`src/pkg/arcu_pkg.sv`:
```
// Shared constants for the converter result compute unit.
`default_nettype none
package arcu_pkg;
    localparam int RES_W = 10;
    localparam int BYTE_W = 8;
    localparam int ACC_W = 18;
    localparam int CNT_W = 8;
    localparam int SHIFT_W = 3;
    localparam int MODE_W = 3;
    localparam int LJ_PAD = 6;
    localparam logic [CNT_W-1:0] CNT_MAX = 8'hff;
    localparam logic [CNT_W-1:0] CNT_ONE = 8'h01;
    localparam logic [MODE_W-1:0] MODE_BASIC = 3'h0;
    localparam logic [MODE_W-1:0] MODE_ACCUM = 3'h1;
    localparam logic [MODE_W-1:0] MODE_AVG = 3'h2;
    localparam logic [MODE_W-1:0] MODE_BURST = 3'h3;
    localparam logic [MODE_W-1:0] MODE_LPF = 3'h4;
    localparam logic JUSTIFY_LEFT = 1'b0;
    typedef enum logic [0:0] {ST_IDLE, ST_BUSY} arcu_state_t;
endpackage
`default_nettype wire

```
`src/rtl/arcu_compute.sv`:
```
// Converter result compute unit: flag, wake, formatting and computation engine.
`timescale 1ns/100ps
`default_nettype none
module arcu_compute (
    input wire logic clk,
    input wire logic reset,
    input wire logic conversionGoSet,
    input wire logic retrigger,
    input wire logic accumClearCmd,
    input wire logic convDoneFlagClear,
    input wire logic convDoneIrqEnable,
    input wire logic sleepMode,
    input wire logic dedicatedRcOscSel,
    input wire logic [arcu_pkg::MODE_W-1:0] computeModeSel,
    input wire logic [arcu_pkg::SHIFT_W-1:0] divideShiftSel,
    input wire logic doubleSampleEnable,
    input wire logic resultJustifySel,
    input wire logic [arcu_pkg::CNT_W-1:0] repeatTarget,
    input wire logic convDone,
    input wire logic [arcu_pkg::RES_W-1:0] convData,
    input wire logic resultLowWrite,
    input wire logic resultHighWrite,
    input wire logic [arcu_pkg::BYTE_W-1:0] resultWriteData,
    output logic startConversion,
    output logic conversionGo,
    output logic convDoneFlag,
    output logic wakeRequest,
    output logic [arcu_pkg::BYTE_W-1:0] convResultHigh,
    output logic [arcu_pkg::BYTE_W-1:0] convResultLow,
    output logic [arcu_pkg::RES_W-1:0] previousResult,
    output logic [arcu_pkg::ACC_W-1:0] sumAccumulator,
    output logic [arcu_pkg::CNT_W-1:0] sampleCounter,
    output logic [arcu_pkg::ACC_W-1:0] filterOutput,
    output logic accumOverflowFlag
);
    // ---------------------------------------------------------------
    // Helpers
    // ---------------------------------------------------------------
    // Signed shift that rounds toward zero; a plain arithmetic shift would floor negatives.
    function automatic logic signed [arcu_pkg::ACC_W-1:0] divTrunc(
        input logic signed [arcu_pkg::ACC_W-1:0] a,
        input logic [arcu_pkg::SHIFT_W-1:0] sh
    );
        logic signed [arcu_pkg::ACC_W-1:0] bias;
        bias = (a < 0) ? ((arcu_pkg::ACC_W'(1) <<< sh) - arcu_pkg::ACC_W'(1))
                       : arcu_pkg::ACC_W'(0);
        return (a + bias) >>> sh;
    endfunction

    // ---------------------------------------------------------------
    // State
    // ---------------------------------------------------------------
    arcu_pkg::arcu_state_t state, next_state;
    logic [arcu_pkg::RES_W-1:0] resultValue, next_resultValue;
    logic [arcu_pkg::RES_W-1:0] next_previousResult;
    logic signed [arcu_pkg::ACC_W-1:0] acc, next_acc;
    logic [arcu_pkg::CNT_W-1:0] cnt, next_cnt;
    logic next_convDoneFlag, next_wakeRequest, next_startConversion, next_overflow;
    logic canRun, goEvent, doneTaken, atTarget;
    logic signed [arcu_pkg::ACC_W-1:0] sample, sum, filtSum;
    logic addOvf;

    // The converter may not run in sleep unless clocked by the dedicated RC oscillator.
    assign canRun = !sleepMode || dedicatedRcOscSel;
    assign goEvent = conversionGoSet || retrigger;
    assign doneTaken = convDone && (state == arcu_pkg::ST_BUSY) && canRun;
    assign atTarget = cnt >= repeatTarget;

    // Sample selection and the adders shared by all accumulating modes.
    // The result register still holds the previous conversion here, so it is the subtrahend.
    always_comb begin
        if (doubleSampleEnable) begin
            sample = arcu_pkg::ACC_W'(signed'({1'b0, convData}))
                   - arcu_pkg::ACC_W'(signed'({1'b0, resultValue}));
        end else begin
            sample = arcu_pkg::ACC_W'(signed'({1'b0, convData}));
        end
        sum = acc + sample;
        addOvf = (acc[arcu_pkg::ACC_W-1] == sample[arcu_pkg::ACC_W-1])
              && (sum[arcu_pkg::ACC_W-1] != acc[arcu_pkg::ACC_W-1]);
        filtSum = sum - divTrunc(acc, divideShiftSel);
    end

    // ---------------------------------------------------------------
    // Next-state logic
    // ---------------------------------------------------------------
    // Clears are applied first, then a completed conversion updates the engine.
    always_comb begin
        next_state = state;
        next_resultValue = resultValue;
        next_previousResult = previousResult;
        next_acc = acc;
        next_cnt = cnt;
        next_overflow = accumOverflowFlag;
        next_startConversion = 1'b0;
        next_wakeRequest = 1'b0;
        next_convDoneFlag = convDoneFlag;
        if (convDoneFlagClear) begin
            next_convDoneFlag = 1'b0;
        end
        // Software writes land right justified; format only affects the read view.
        if (resultLowWrite) begin
            next_resultValue[arcu_pkg::BYTE_W-1:0] = resultWriteData;
        end
        if (resultHighWrite) begin
            next_resultValue[arcu_pkg::RES_W-1:arcu_pkg::BYTE_W] =
                resultWriteData[arcu_pkg::RES_W-arcu_pkg::BYTE_W-1:0];
        end
        if (accumClearCmd) begin
            next_acc = '0;
            next_cnt = '0;
            next_overflow = 1'b0;
        end
        if (goEvent && canRun && state == arcu_pkg::ST_IDLE) begin
            if ((computeModeSel == arcu_pkg::MODE_AVG && atTarget)
                || computeModeSel == arcu_pkg::MODE_BURST) begin
                next_acc = '0;
                next_cnt = '0;
            end
            next_state = arcu_pkg::ST_BUSY;
            next_startConversion = 1'b1;
        end
        if (state == arcu_pkg::ST_BUSY && !canRun) begin
            next_state = arcu_pkg::ST_IDLE;
        end
        if (doneTaken) begin
            next_convDoneFlag = 1'b1;
            next_wakeRequest = sleepMode && convDoneIrqEnable;
            next_previousResult = resultValue;
            next_resultValue = convData;
            next_state = arcu_pkg::ST_IDLE;
            unique case (computeModeSel)
                arcu_pkg::MODE_ACCUM: begin
                    next_acc = sum;
                    next_overflow = accumOverflowFlag || addOvf;
                    next_cnt = (cnt == arcu_pkg::CNT_MAX) ? cnt : cnt + 1'b1;
                end
                arcu_pkg::MODE_AVG, arcu_pkg::MODE_BURST: begin
                    next_acc = sum;
                    next_overflow = accumOverflowFlag || addOvf;
                    next_cnt = atTarget ? arcu_pkg::CNT_ONE : cnt + 1'b1;
                    if (computeModeSel == arcu_pkg::MODE_BURST && !atTarget
                        && (cnt + 1'b1) < repeatTarget) begin
                        next_state = arcu_pkg::ST_BUSY;
                        next_startConversion = 1'b1;
                    end
                end
                arcu_pkg::MODE_LPF: begin
                    next_acc = filtSum;
                    next_overflow = accumOverflowFlag || addOvf;
                    next_cnt = (cnt == arcu_pkg::CNT_MAX) ? cnt : cnt + 1'b1;
                end
                default: begin
                    next_acc = acc;
                end
            endcase
        end
    end

    // ---------------------------------------------------------------
    // Registers
    // ---------------------------------------------------------------
    always_ff @(posedge clk or posedge reset) begin
        if (reset) begin
            state <= arcu_pkg::ST_IDLE;
            resultValue <= '0;
            previousResult <= '0;
            acc <= '0;
            cnt <= '0;
            accumOverflowFlag <= 1'b0;
            startConversion <= 1'b0;
            wakeRequest <= 1'b0;
            convDoneFlag <= 1'b0;
        end else begin
            state <= next_state;
            resultValue <= next_resultValue;
            previousResult <= next_previousResult;
            acc <= next_acc;
            cnt <= next_cnt;
            accumOverflowFlag <= next_overflow;
            startConversion <= next_startConversion;
            wakeRequest <= next_wakeRequest;
            convDoneFlag <= next_convDoneFlag;
        end
    end

    // ---------------------------------------------------------------
    // Outputs
    // ---------------------------------------------------------------
    assign conversionGo = (state == arcu_pkg::ST_BUSY);
    assign sumAccumulator = acc;
    assign sampleCounter = cnt;
    // The filter view is combinational from the accumulator flop to avoid a second copy.
    assign filterOutput = divTrunc(acc, divideShiftSel);

    arcu_justify u_justify (
        .value(resultValue),
        .justifySel(resultJustifySel),
        .highByte(convResultHigh),
        .lowByte(convResultLow)
    );
endmodule
`default_nettype wire

```
`src/rtl/arcu_justify.sv`:
```
// Result pair formatter: places the stored 10-bit value left or right justified.
`timescale 1ns/100ps
`default_nettype none
module arcu_justify (
    input wire logic [arcu_pkg::RES_W-1:0] value,
    input wire logic justifySel,
    output logic [arcu_pkg::BYTE_W-1:0] highByte,
    output logic [arcu_pkg::BYTE_W-1:0] lowByte
);
    // ---------------------------------------------------------------
    // Formatting
    // ---------------------------------------------------------------
    // Left justified puts the top eight bits high and pads the low byte with zeros.
    always_comb begin
        if (justifySel == arcu_pkg::JUSTIFY_LEFT) begin
            highByte = value[arcu_pkg::RES_W-1:arcu_pkg::RES_W-arcu_pkg::BYTE_W];
            lowByte = {value[arcu_pkg::RES_W-arcu_pkg::BYTE_W-1:0],
                       {arcu_pkg::LJ_PAD{1'b0}}};
        end else begin
            highByte = {{arcu_pkg::LJ_PAD{1'b0}}, value[arcu_pkg::RES_W-1:arcu_pkg::BYTE_W]};
            lowByte = value[arcu_pkg::BYTE_W-1:0];
        end
    end
endmodule
`default_nettype wire

```
`config.mk`:
```
export PLATFORM = sky130hd
export DESIGN_NAME = arcu_compute
export DESIGN_NICKNAME = d
export VERILOG_FILES = /design/src/pkg/arcu_pkg.sv /design/src/rtl/arcu_compute.sv /design/src/rtl/arcu_justify.sv
export SDC_FILE = /design/constraint.sdc
export NUM_CORES = 1
export LEC_CHECK = 0
export BUFFER_PORTS_ARGS = -buffer_cell sky130_fd_sc_hd__buf_2
export CAP_MARGIN = 20
export CELL_PAD_IN_SITES_DETAIL_PLACEMENT = 0
export CELL_PAD_IN_SITES_GLOBAL_PLACEMENT = 1
export CORE_MARGIN = 10
export CORE_UTILIZATION = 43
export DETAILED_ROUTE_END_ITERATION = 12
export PLACE_DENSITY_LB_ADDON = 0.1
export SLEW_MARGIN = 5
export SYNTH_ARGS = -nofsm -noshare
export SYNTH_HDL_FRONTEND = slang
export SYNTH_SLANG_ARGS = --single-unit
```
`constraint.sdc`:
```
create_clock -name clk -period 6.3 [get_ports clk]
set_input_delay 0.315 -clock clk [delete_from_list [all_inputs] [get_ports clk]]
set_output_delay 0.315 -clock clk [all_outputs]
set_load 0.05 [all_outputs]
```
==> results of run 1 <==
[metal layers]
metal | track usage | share of wire | vias up
met5 | 0 | 0 | -
met4 | 0.05483 | 0.022 | 0
met3 | 0.05075 | 0.073 | 29
met2 | 0.3169 | 0.46 | 174
met1 | 0.2409 | 0.44 | 2904
li1 | - | - | 3100
[registers in the layout, indices dropped and copies added, names as in the netlist]
| name | flops |
|---|---|
| sumAccumulator | 18 |
| previousResult | 10 |
| resultValue | 10 |
| sampleCounter | 8 |
| accumOverflowFlag | 1 |
| convDoneFlag | 1 |
| conversionGo | 1 |
| startConversion | 1 |
| wakeRequest | 1 |
[worst max-delay path, delay by kind of cell, from the launching register on]
family	cells	cell delay [ps]
compound gates	12	2030
xor+xnor	3	400
fa+ha+maj	4	1230
buf+inv	1	50
flops	1	430
mux	2	470
simple gates	6	1320
[final timing paths]
kind | start | end
worst max-delay path | resultValue[0] | sumAccumulator[17]
worst min-delay path | reset | previousResult[7]
worst max register to register | resultValue[0] | sumAccumulator[17]
worst min register to register | convDoneFlag | convDoneFlag
max in group asynchronous | reset | resultValue[0]
min in group clk | convDoneIrqEnable | wakeRequest
[where the power goes]
part,switching (mW),internal (mW),total [mW]
combinational,1.07,0.629,1.70
sequential,0.0619,0.391,0.453
clock,0.149,0.152,0.302
[repair_timing]
item	in CTS	in global routing
hold buffers	0	0
resized for setup	0	13
endpoints found under the setup margin	0	3
buffers inserted	0	0
[cell families (layout without fill, tap and decap cells)]
family          after synthesis  in the layout  synth area share
compound gates              237            237            0.2410
xor+xnor                     50             50           0.07159
fa+ha+maj                    84             84            0.1667
buf+inv                      81            200           0.05172
flops                        51             51            0.1968
mux                          65             65            0.1054
other cells                   1              3         0.0005784
simple gates                227            227            0.1662
[layout by cell type (no fill, tap or decap), types with 19 or more instances in the layout]
cell type,n
ha_1,80
xnor2_1,29
xor2_1,19
a21o_1,24
inv_1,49
o21ai_0,56
buf_2,120
a21oi_1,58
mux2i_1,40
mux2_2,23
nand2_1,68
dfrtp_1,50
nor2_1,63
[cell type report]
cell class | instances | area [µm²] | share of cell area
Sequential cell | 51 | 1277 | 0.1701
Clock inverter | 3 | 27.53 | 0.003665
Clock buffer | 5 | 125.1 | 0.01666
Multi-Input combinational cell | 666 | 4912 | 0.6540
Inverter | 54 | 202.7 | 0.02699
Tap cell | 184 | 230.2 | 0.03065
Timing Repair Buffer | 138 | 735.7 | 0.09795
==> metrics.yaml, run 1 <==
status: "finished, final reports clean"
place_inst: 1093
drt_wl_total_mm: 19.71
antenna_found_initial: 0
ys_async_sr_fraction: 1.000
yosys.area.top_type: "dfrtp_1"
worstHoldPathType: "input pin to asynchronous set/reset pin"
final_core_util: 0.5129
grt_pass1_vias: 6399
ant_nets: 0
fin_area_um2: 7511
slew_viol_final: 0
post_drt_wl_per_cell_um: 17.90
worstRegToRegCells: 28
stdcell_count: 1101
synth_warnings: 0
place_hpwl_mm: 16.07
syn_inst: 796
ys_seq_area_frac: 0.1968
path_class: "register to register"
synth_area_um2: 6484
post-synth-top-area-fraction: 0.1968
maxCapViolCount: 0
worst_slack_ps: 251.3
die-area_um2: 20390
ir_drop_v: 0.0001949
cp_data_required_time_ps: 6490
numCtsBuffers: 5
power_density_nw_per_um2: 326.8
synth-seq-cells: 51
cts_buffer_depth: 2
synth_most_common_cell: "ha_1"
drive_gt1_frac: 0.2268
clock.fmax_mhz: 165.3
placedInstanceArea_um2: 7336
path_clk_slew_ps: 80
crit_path_start_kind: "register"
r2r_setup_slack_ps: 250
cp_slowest_cell: "dfrtp_2"
rsz0062_at_grt: "yes"
antennaDiodeCount: 0
pre_cts_ws_ps: 50.02
cts_sinks: 51
io_buffer_count: 120
cp-end-kind: "register"
ios: 121
synth_area_leaders: "dfrtp_1, ha_1, mux2i_1"
finalSetupTns_ps: 0
syn_avg_cell_area_um2: 8.145
drt-pass1-iter-count: 5
slowest_delay_ps: 430
finalHoldViolations: 0
grt_first_pass_wirelength_mm: 32.40
fp.dieH_um: 142.8
relSlewSlack: 0.3132
worst_skew_pair.late_latency_ps: 300
coreArea_um2: 14640
power.total_mw: 2.455
fin_hold_ws_ps: 194.1
synth_commonest_cells: "ha_1, nand2_1, nor2_1"
synth_edf_count: 0
setup_viol: 0
ys.flop_type: "dfrtp_1"
p_leak_nw: 3.976
num_vias: 6207
finalClockSkew_ps: 6.109
crit_arrival_ps: 6240
finalCriticalPeriod_ps: 6049
gp_congestion: 0.9454
nNetsFinal: 1046
syn_to_final_growth_pct: 15.84
row_count: 44
drtIter0Drc: 325
start_util: 0.4428
synth_cell_type_count: 78
gr-total-overflow: 0
worstPathMaxFanout: 5
grt_max_degree: 52
cts_max_level: 2
via_per_inst: 5.638
drc: 0
nFillCells: 1475
tritoncts: "yes"
max_slew.worst_pin.slew_ps: 1021
cts_root_buffer: "clkbuf_16"
die_w_um: 142.8
grt_use_total: 0.1920
finalCritPeriodShare: 0.9601
(Power assumes the default switching activity.)
==> run 2: changes to the inputs <==
Clock period 6.3 ns to 6.55 ns, I/O delays scaled along.
==> metrics.yaml, run 2 (synthesis gave the netlist of run 1 again) <==
status: "finished, final reports clean"  # unchanged
crit_arrival_ps: 6260  # was 6240 ps
via_per_inst: 5.611  # was 5.638
gr-total-overflow: 0  # unchanged
fin_hold_ws_ps: 224.8  # was 194.1 ps
finalSetupTns_ps: 0  # unchanged
grt_first_pass_wirelength_mm: 32.02  # was 32.40 mm
grt_use_total: 0.1898  # was 0.1920
clock.fmax_mhz: 164.5  # was 165.3 MHz
layout_common_cells: "buf_2, ha_1, nand2_1, nor2_1, a21oi_1"  # unchanged
slowest_delay_ps: 430  # about the same
maxCapViolCount: 0  # unchanged
cts_root_buffer: "clkbuf_16"  # unchanged
rsz0062_at_grt: "no"  # was yes
gp_congestion: 0.9272  # was 0.9454
p_leak_nw: 3.979  # was 3.976 nW
place_hpwl_mm: 16.18  # was 16.07 mm
antennaDiodeCount: 0  # unchanged
power_density_nw_per_um2: 312.0  # was 326.8 nW/µm²
cts_max_level: 2  # unchanged
final_common_cell: "buf_2"  # unchanged
post_drt_wl_per_cell_um: 17.74  # was 17.90 µm
row_count: 44  # unchanged
num_vias: 6178  # was 6207
fp.dieH_um: 142.8  # unchanged
syn_to_final_growth_pct: 15.73  # was 15.84%
finalHoldViolations: 0  # unchanged
worst_skew_pair.late_latency_ps: 300  # about the same
cts_sinks: 51  # unchanged
finalClockSkew_ps: 5.729  # was 6.109 ps
ios: 121  # unchanged
coreArea_um2: 14640  # unchanged
max_slew.worst_pin.slew_ps: 1065  # was 1021 ps
antenna_found_initial: 0  # unchanged
drt-pass1-iter-count: 4  # was 5
finalCritPeriodShare: 0.9283  # was 0.9601
cp-end-kind: "register"  # unchanged
die_w_um: 142.8  # unchanged
numCtsBuffers: 5  # unchanged
worstRegToRegCells: 28  # unchanged
relSlewSlack: 0.2835  # was 0.3132
ir_drop_v: 0.0002549  # was 0.0001949 V
drtIter0Drc: 236  # was 325
die-area_um2: 20390  # unchanged
worstHoldPathType: "input pin to asynchronous set/reset pin"  # unchanged
start_util: 0.4428  # unchanged
cp_data_required_time_ps: 6720  # was 6490 ps
tritoncts: "yes"  # unchanged
drc: 0  # unchanged
nNetsFinal: 1046  # unchanged
drive_gt1_frac: 0.2257  # was 0.2268
cts_buffer_depth: 2  # unchanged
largest_register_ffs: 18  # unchanged
grt_max_degree: 52  # unchanged
path_class: "register to register"  # unchanged
setup_viol: 0  # unchanged
cp_slowest_cell: "dfrtp_2"  # unchanged
crit_path_start_kind: "register"  # unchanged
path_clk_slew_ps: 80  # about the same
slew_viol_final: 0  # unchanged
finalCriticalPeriod_ps: 6081  # was 6049 ps
hold_buffers: 0  # unchanged
io_buffer_count: 120  # unchanged
drt_wl_total_mm: 19.53  # was 19.71 mm
grt_pass1_vias: 6418  # was 6399
worstPathMaxFanout: 5  # unchanged
ant_nets: 0  # unchanged
-- run 2: layout make-up --
type / count / area (µm²)
tap: 184 / 230.2
fill: 1482 / 7141
inverter: 54 / 202.7
clock inverter: 3 / 26.28
clock buffer: 5 / 125.1
sequential: 51 / 1277
multi-input combinational: 666 / 4906
timing repair buffer: 138 / 735.7
-- run 2: what timing repair did --
action                     in CTS  in global routing
resized for setup               0                  9
buffers inserted                0                  1
setup endpoints to repair       0                  1
-- run 2: report_power, final --
| part | leakage, nW | internal, mW | total, mW | switching, mW |
|---|---|---|---|---|
| clock network | 0.0748 | 0.146 | 0.284 | 0.138 |
| logic | 3.24 | 0.598 | 1.62 | 1.02 |
| registers | 0.662 | 0.376 | 0.434 | 0.0581 |
| total | 3.98 | 1.12 | 2.34 | 1.22 |
-- run 2: per-layer routing --
layer  routed length [µm]  track usage  share of wire
met4                  415      0.05320          0.021
met1                 8900       0.2373           0.46
met2                 8937       0.3162           0.46
met3                 1278      0.04842          0.065
met5                    0            0              0
-- run 2: worst paths after layout --
kind | start | end | slack, ps
worst max-delay path | resultValue[0] | sumAccumulator[17] | 470
worst min-delay path | reset | convDoneFlag | 220
worst max register to register | resultValue[0] | sumAccumulator[17] | 470
worst min register to register | convDoneFlag | convDoneFlag | 480
max in group asynchronous | reset | resultValue[0] | 5820
min in group clk | convDoneIrqEnable | wakeRequest | 260
-- run 2: stage by stage --
stage / setup slack [ps] / std cells / instance area, µm² / power (mW) / util
global placement: 371.0 / 1092 / 7328 / 2.034 / 0.5004
CTS: 245.0 / 1100 / 7480 / 2.352 / 0.5108
global route: 17.15 / 1101 / 7503 / 2.539 / 0.5124
floorplan: 148.6 / 798 / 6502 / 1.695 / -
finish: 469.4 / 1101 / 7503 / 2.341 / 0.5124
detailed placement: 258.7 / 1092 / 7328 / 2.055 / 0.5004
-- run 2: worst max-delay path: cells and delay by family (launching register included) --
| family | cells | cell delay (ps) |
|---|---|---|
| and+or+nand+nor | 6 | 1320 |
| buffers and inverters | 1 | 60 |
| muxes | 2 | 470 |
| adders and majority gates | 4 | 1230 |
| xor gates and xnor gates | 3 | 440 |
| AOI/OAI and AO/OA | 12 | 1990 |
| DFF | 1 | 430 |
==> run 3: changes to the inputs <==
Settings changed: BUFFER_PORTS_ARGS -buffer_cell sky130_fd_sc_hd__buf_2 to -buffer_cell sky130_fd_sc_hd__buf_4.
==> metrics.yaml, run 3 (synthesis gave the netlist of run 1 again) <==
drtIter0Drc: 221  # was 236
die-area_um2: 20390  # unchanged
fin_area_um2: 7782  # was 7503 µm²
p_leak_nw: 4.025  # was 3.979 nW
grt_max_degree: 52  # unchanged
cts_root_buffer: "clkbuf_16"  # unchanged
worstHoldPathType: "input pin to asynchronous set/reset pin"  # unchanged
regArea_um2: 1277  # unchanged
final_core_util: 0.5314  # was 0.5124
clock.fmax_mhz: 163.4  # was 164.5 MHz
multi_input_area_um2: 4915  # was 4906 µm²
r2r_setup_slack_ps: 460  # was 470 ps
gp_congestion: 0.9477  # was 0.9272
cp_data_required_time_ps: 6740  # was 6720 ps
hold_buffers: 0  # unchanged
place_inst: 1087  # was 1092
drive_gt1_frac: 0.2234  # was 0.2257
largest_register_ffs: 18  # unchanged
setup_viol: 0  # unchanged
power.total_mw: 2.407  # was 2.341 mW
maxCapViolCount: 0  # unchanged
crit_path_start_kind: "input pin"  # was register
path_class: "input pin to register"  # was register to register
r2r-end: "sumAccumulator[17]"  # unchanged
worstRegToRegCells: 28  # unchanged
power_density_nw_per_um2: 309.3  # was 312.0 nW/µm²
fp.dieH_um: 142.8  # unchanged
fin_hold_ws_ps: 216.8  # was 224.8 ps
slew_viol_final: 0  # unchanged
max_slew.worst_pin.slew_ps: 819.8  # was 1065 ps
cts_max_level: 2  # unchanged
cpLargestDelayFamily: "compound AO/OA/AOI/OAI gates"  # unchanged
worst_skew_pair.late_latency_ps: 310  # was 300 ps
crit_arrival_ps: 6310  # was 6260 ps
finalHoldViolations: 0  # unchanged
numCtsBuffers: 5  # unchanged
stdcell_count: 1097  # was 1101
syn_to_final_growth_pct: 20.03  # was 15.73%
drt_wl_total_mm: 19.22  # was 19.53 mm
nFillCells: 1443  # was 1482
num_vias: 6151  # was 6178
rsz0062_at_grt: "no"  # unchanged
placedInstanceArea_um2: 7591  # was 7328 µm²
drt-pass1-iter-count: 5  # was 4
nNetsFinal: 1042  # was 1046
cts_sinks: 51  # unchanged
grt_first_pass_wirelength_mm: 31.64  # was 32.02 mm
ir_drop_v: 0.0002221  # was 0.0002549 V
grt_pass1_vias: 6392  # was 6418
die_w_um: 142.8  # unchanged
ios: 121  # unchanged
layout_common_cells: "buf_4, ha_1, nand2_1, nor2_1, a21oi_1"  # was buf_2, ha_1, nand2_1, nor2_1, a21oi_1
final_common_cell: "buf_4"  # was buf_2
cp-end-kind: "register"  # unchanged
row_count: 44  # unchanged
start_util: 0.4428  # unchanged
cp_slowest_cell: "a2111oi_0"  # was dfrtp_2
antenna_found_initial: 0  # unchanged
gr-total-overflow: 0  # unchanged
drc: 0  # unchanged
io_buffer_count: 120  # unchanged
tritoncts: "yes"  # unchanged
worst_slack_ps: 430.9  # was 469.4 ps
status: "finished, final reports clean"  # unchanged
finalCriticalPeriod_ps: 6119  # was 6081 ps
path_clk_slew_ps: 80  # about the same
finalClockSkew_ps: 9.460  # was 5.729 ps
pre_cts_ws_ps: 40.64  # was 258.7 ps
finalCritPeriodShare: 0.9342  # was 0.9283
worstPathMaxFanout: 18  # was 5
r2r-start: "resultValue[0]"  # unchanged
finalSetupTns_ps: 0  # unchanged
ant_nets: 0  # unchanged
grt_use_total: 0.1870  # was 0.1898
cts_buffer_depth: 2  # unchanged
post_drt_wl_per_cell_um: 17.52  # was 17.74 µm
slowest_delay_ps: 570  # was 430 ps
antennaDiodeCount: 0  # unchanged
via_per_inst: 5.607  # was 5.611
path_buf_inv: 1  # unchanged
coreArea_um2: 14640  # unchanged
crit_cells: 28  # unchanged
place_hpwl_mm: 15.82  # was 16.18 mm
relSlewSlack: 0.4522  # was 0.2835
run 3: layout make-up:
type / instances / area share
clock buffer: 5 / 0.01608
clock inverter: 3 / 0.003698
inverter: 54 / 0.02604
multi-input combinational: 666 / 0.6315
sequential: 51 / 0.1641
tap: 184 / 0.02958
timing repair buffer: 134 / 0.1289
run 3: report_power, final:
group | switching (mW) | internal, mW | leakage (nW)
sequential | 0.0632 | 0.376 | 0.662
clock | 0.142 | 0.146 | 0.0759
combinational | 1.02 | 0.655 | 3.29
total | 1.23 | 1.18 | 4.02
run 3: how the worst max path moves through the flow:
stage                                  from            endpoint  slack, ps
after floorplan           divideShiftSel[0]  sumAccumulator[16]        150
after detailed placement  divideShiftSel[1]  sumAccumulator[17]         40
after global placement    divideShiftSel[1]  sumAccumulator[17]        250
final                     divideShiftSel[1]  sumAccumulator[17]        430
after global routing      divideShiftSel[1]  sumAccumulator[17]          3
after CTS                    resultValue[0]  sumAccumulator[17]        330
run 3: worst min-delay path, cell delays in order:
cell and delay (ps):
buf_4 110, inv_2 30, buf_4 560
run 3: per-layer routing:
metal,share of wire,vias to the layer above,GRT usage
li1,-,3089,-
met1,0.44,2860,0.2299
met2,0.46,178,0.3152
met3,0.078,24,0.05340
met4,0.016,0,0.04615
met5,0,-,0
run 3: timing repair:
item | CTS | global route
setup endpoints to repair | 0 | 3
resized for setup | 0 | 11
buffers inserted | 0 | 1
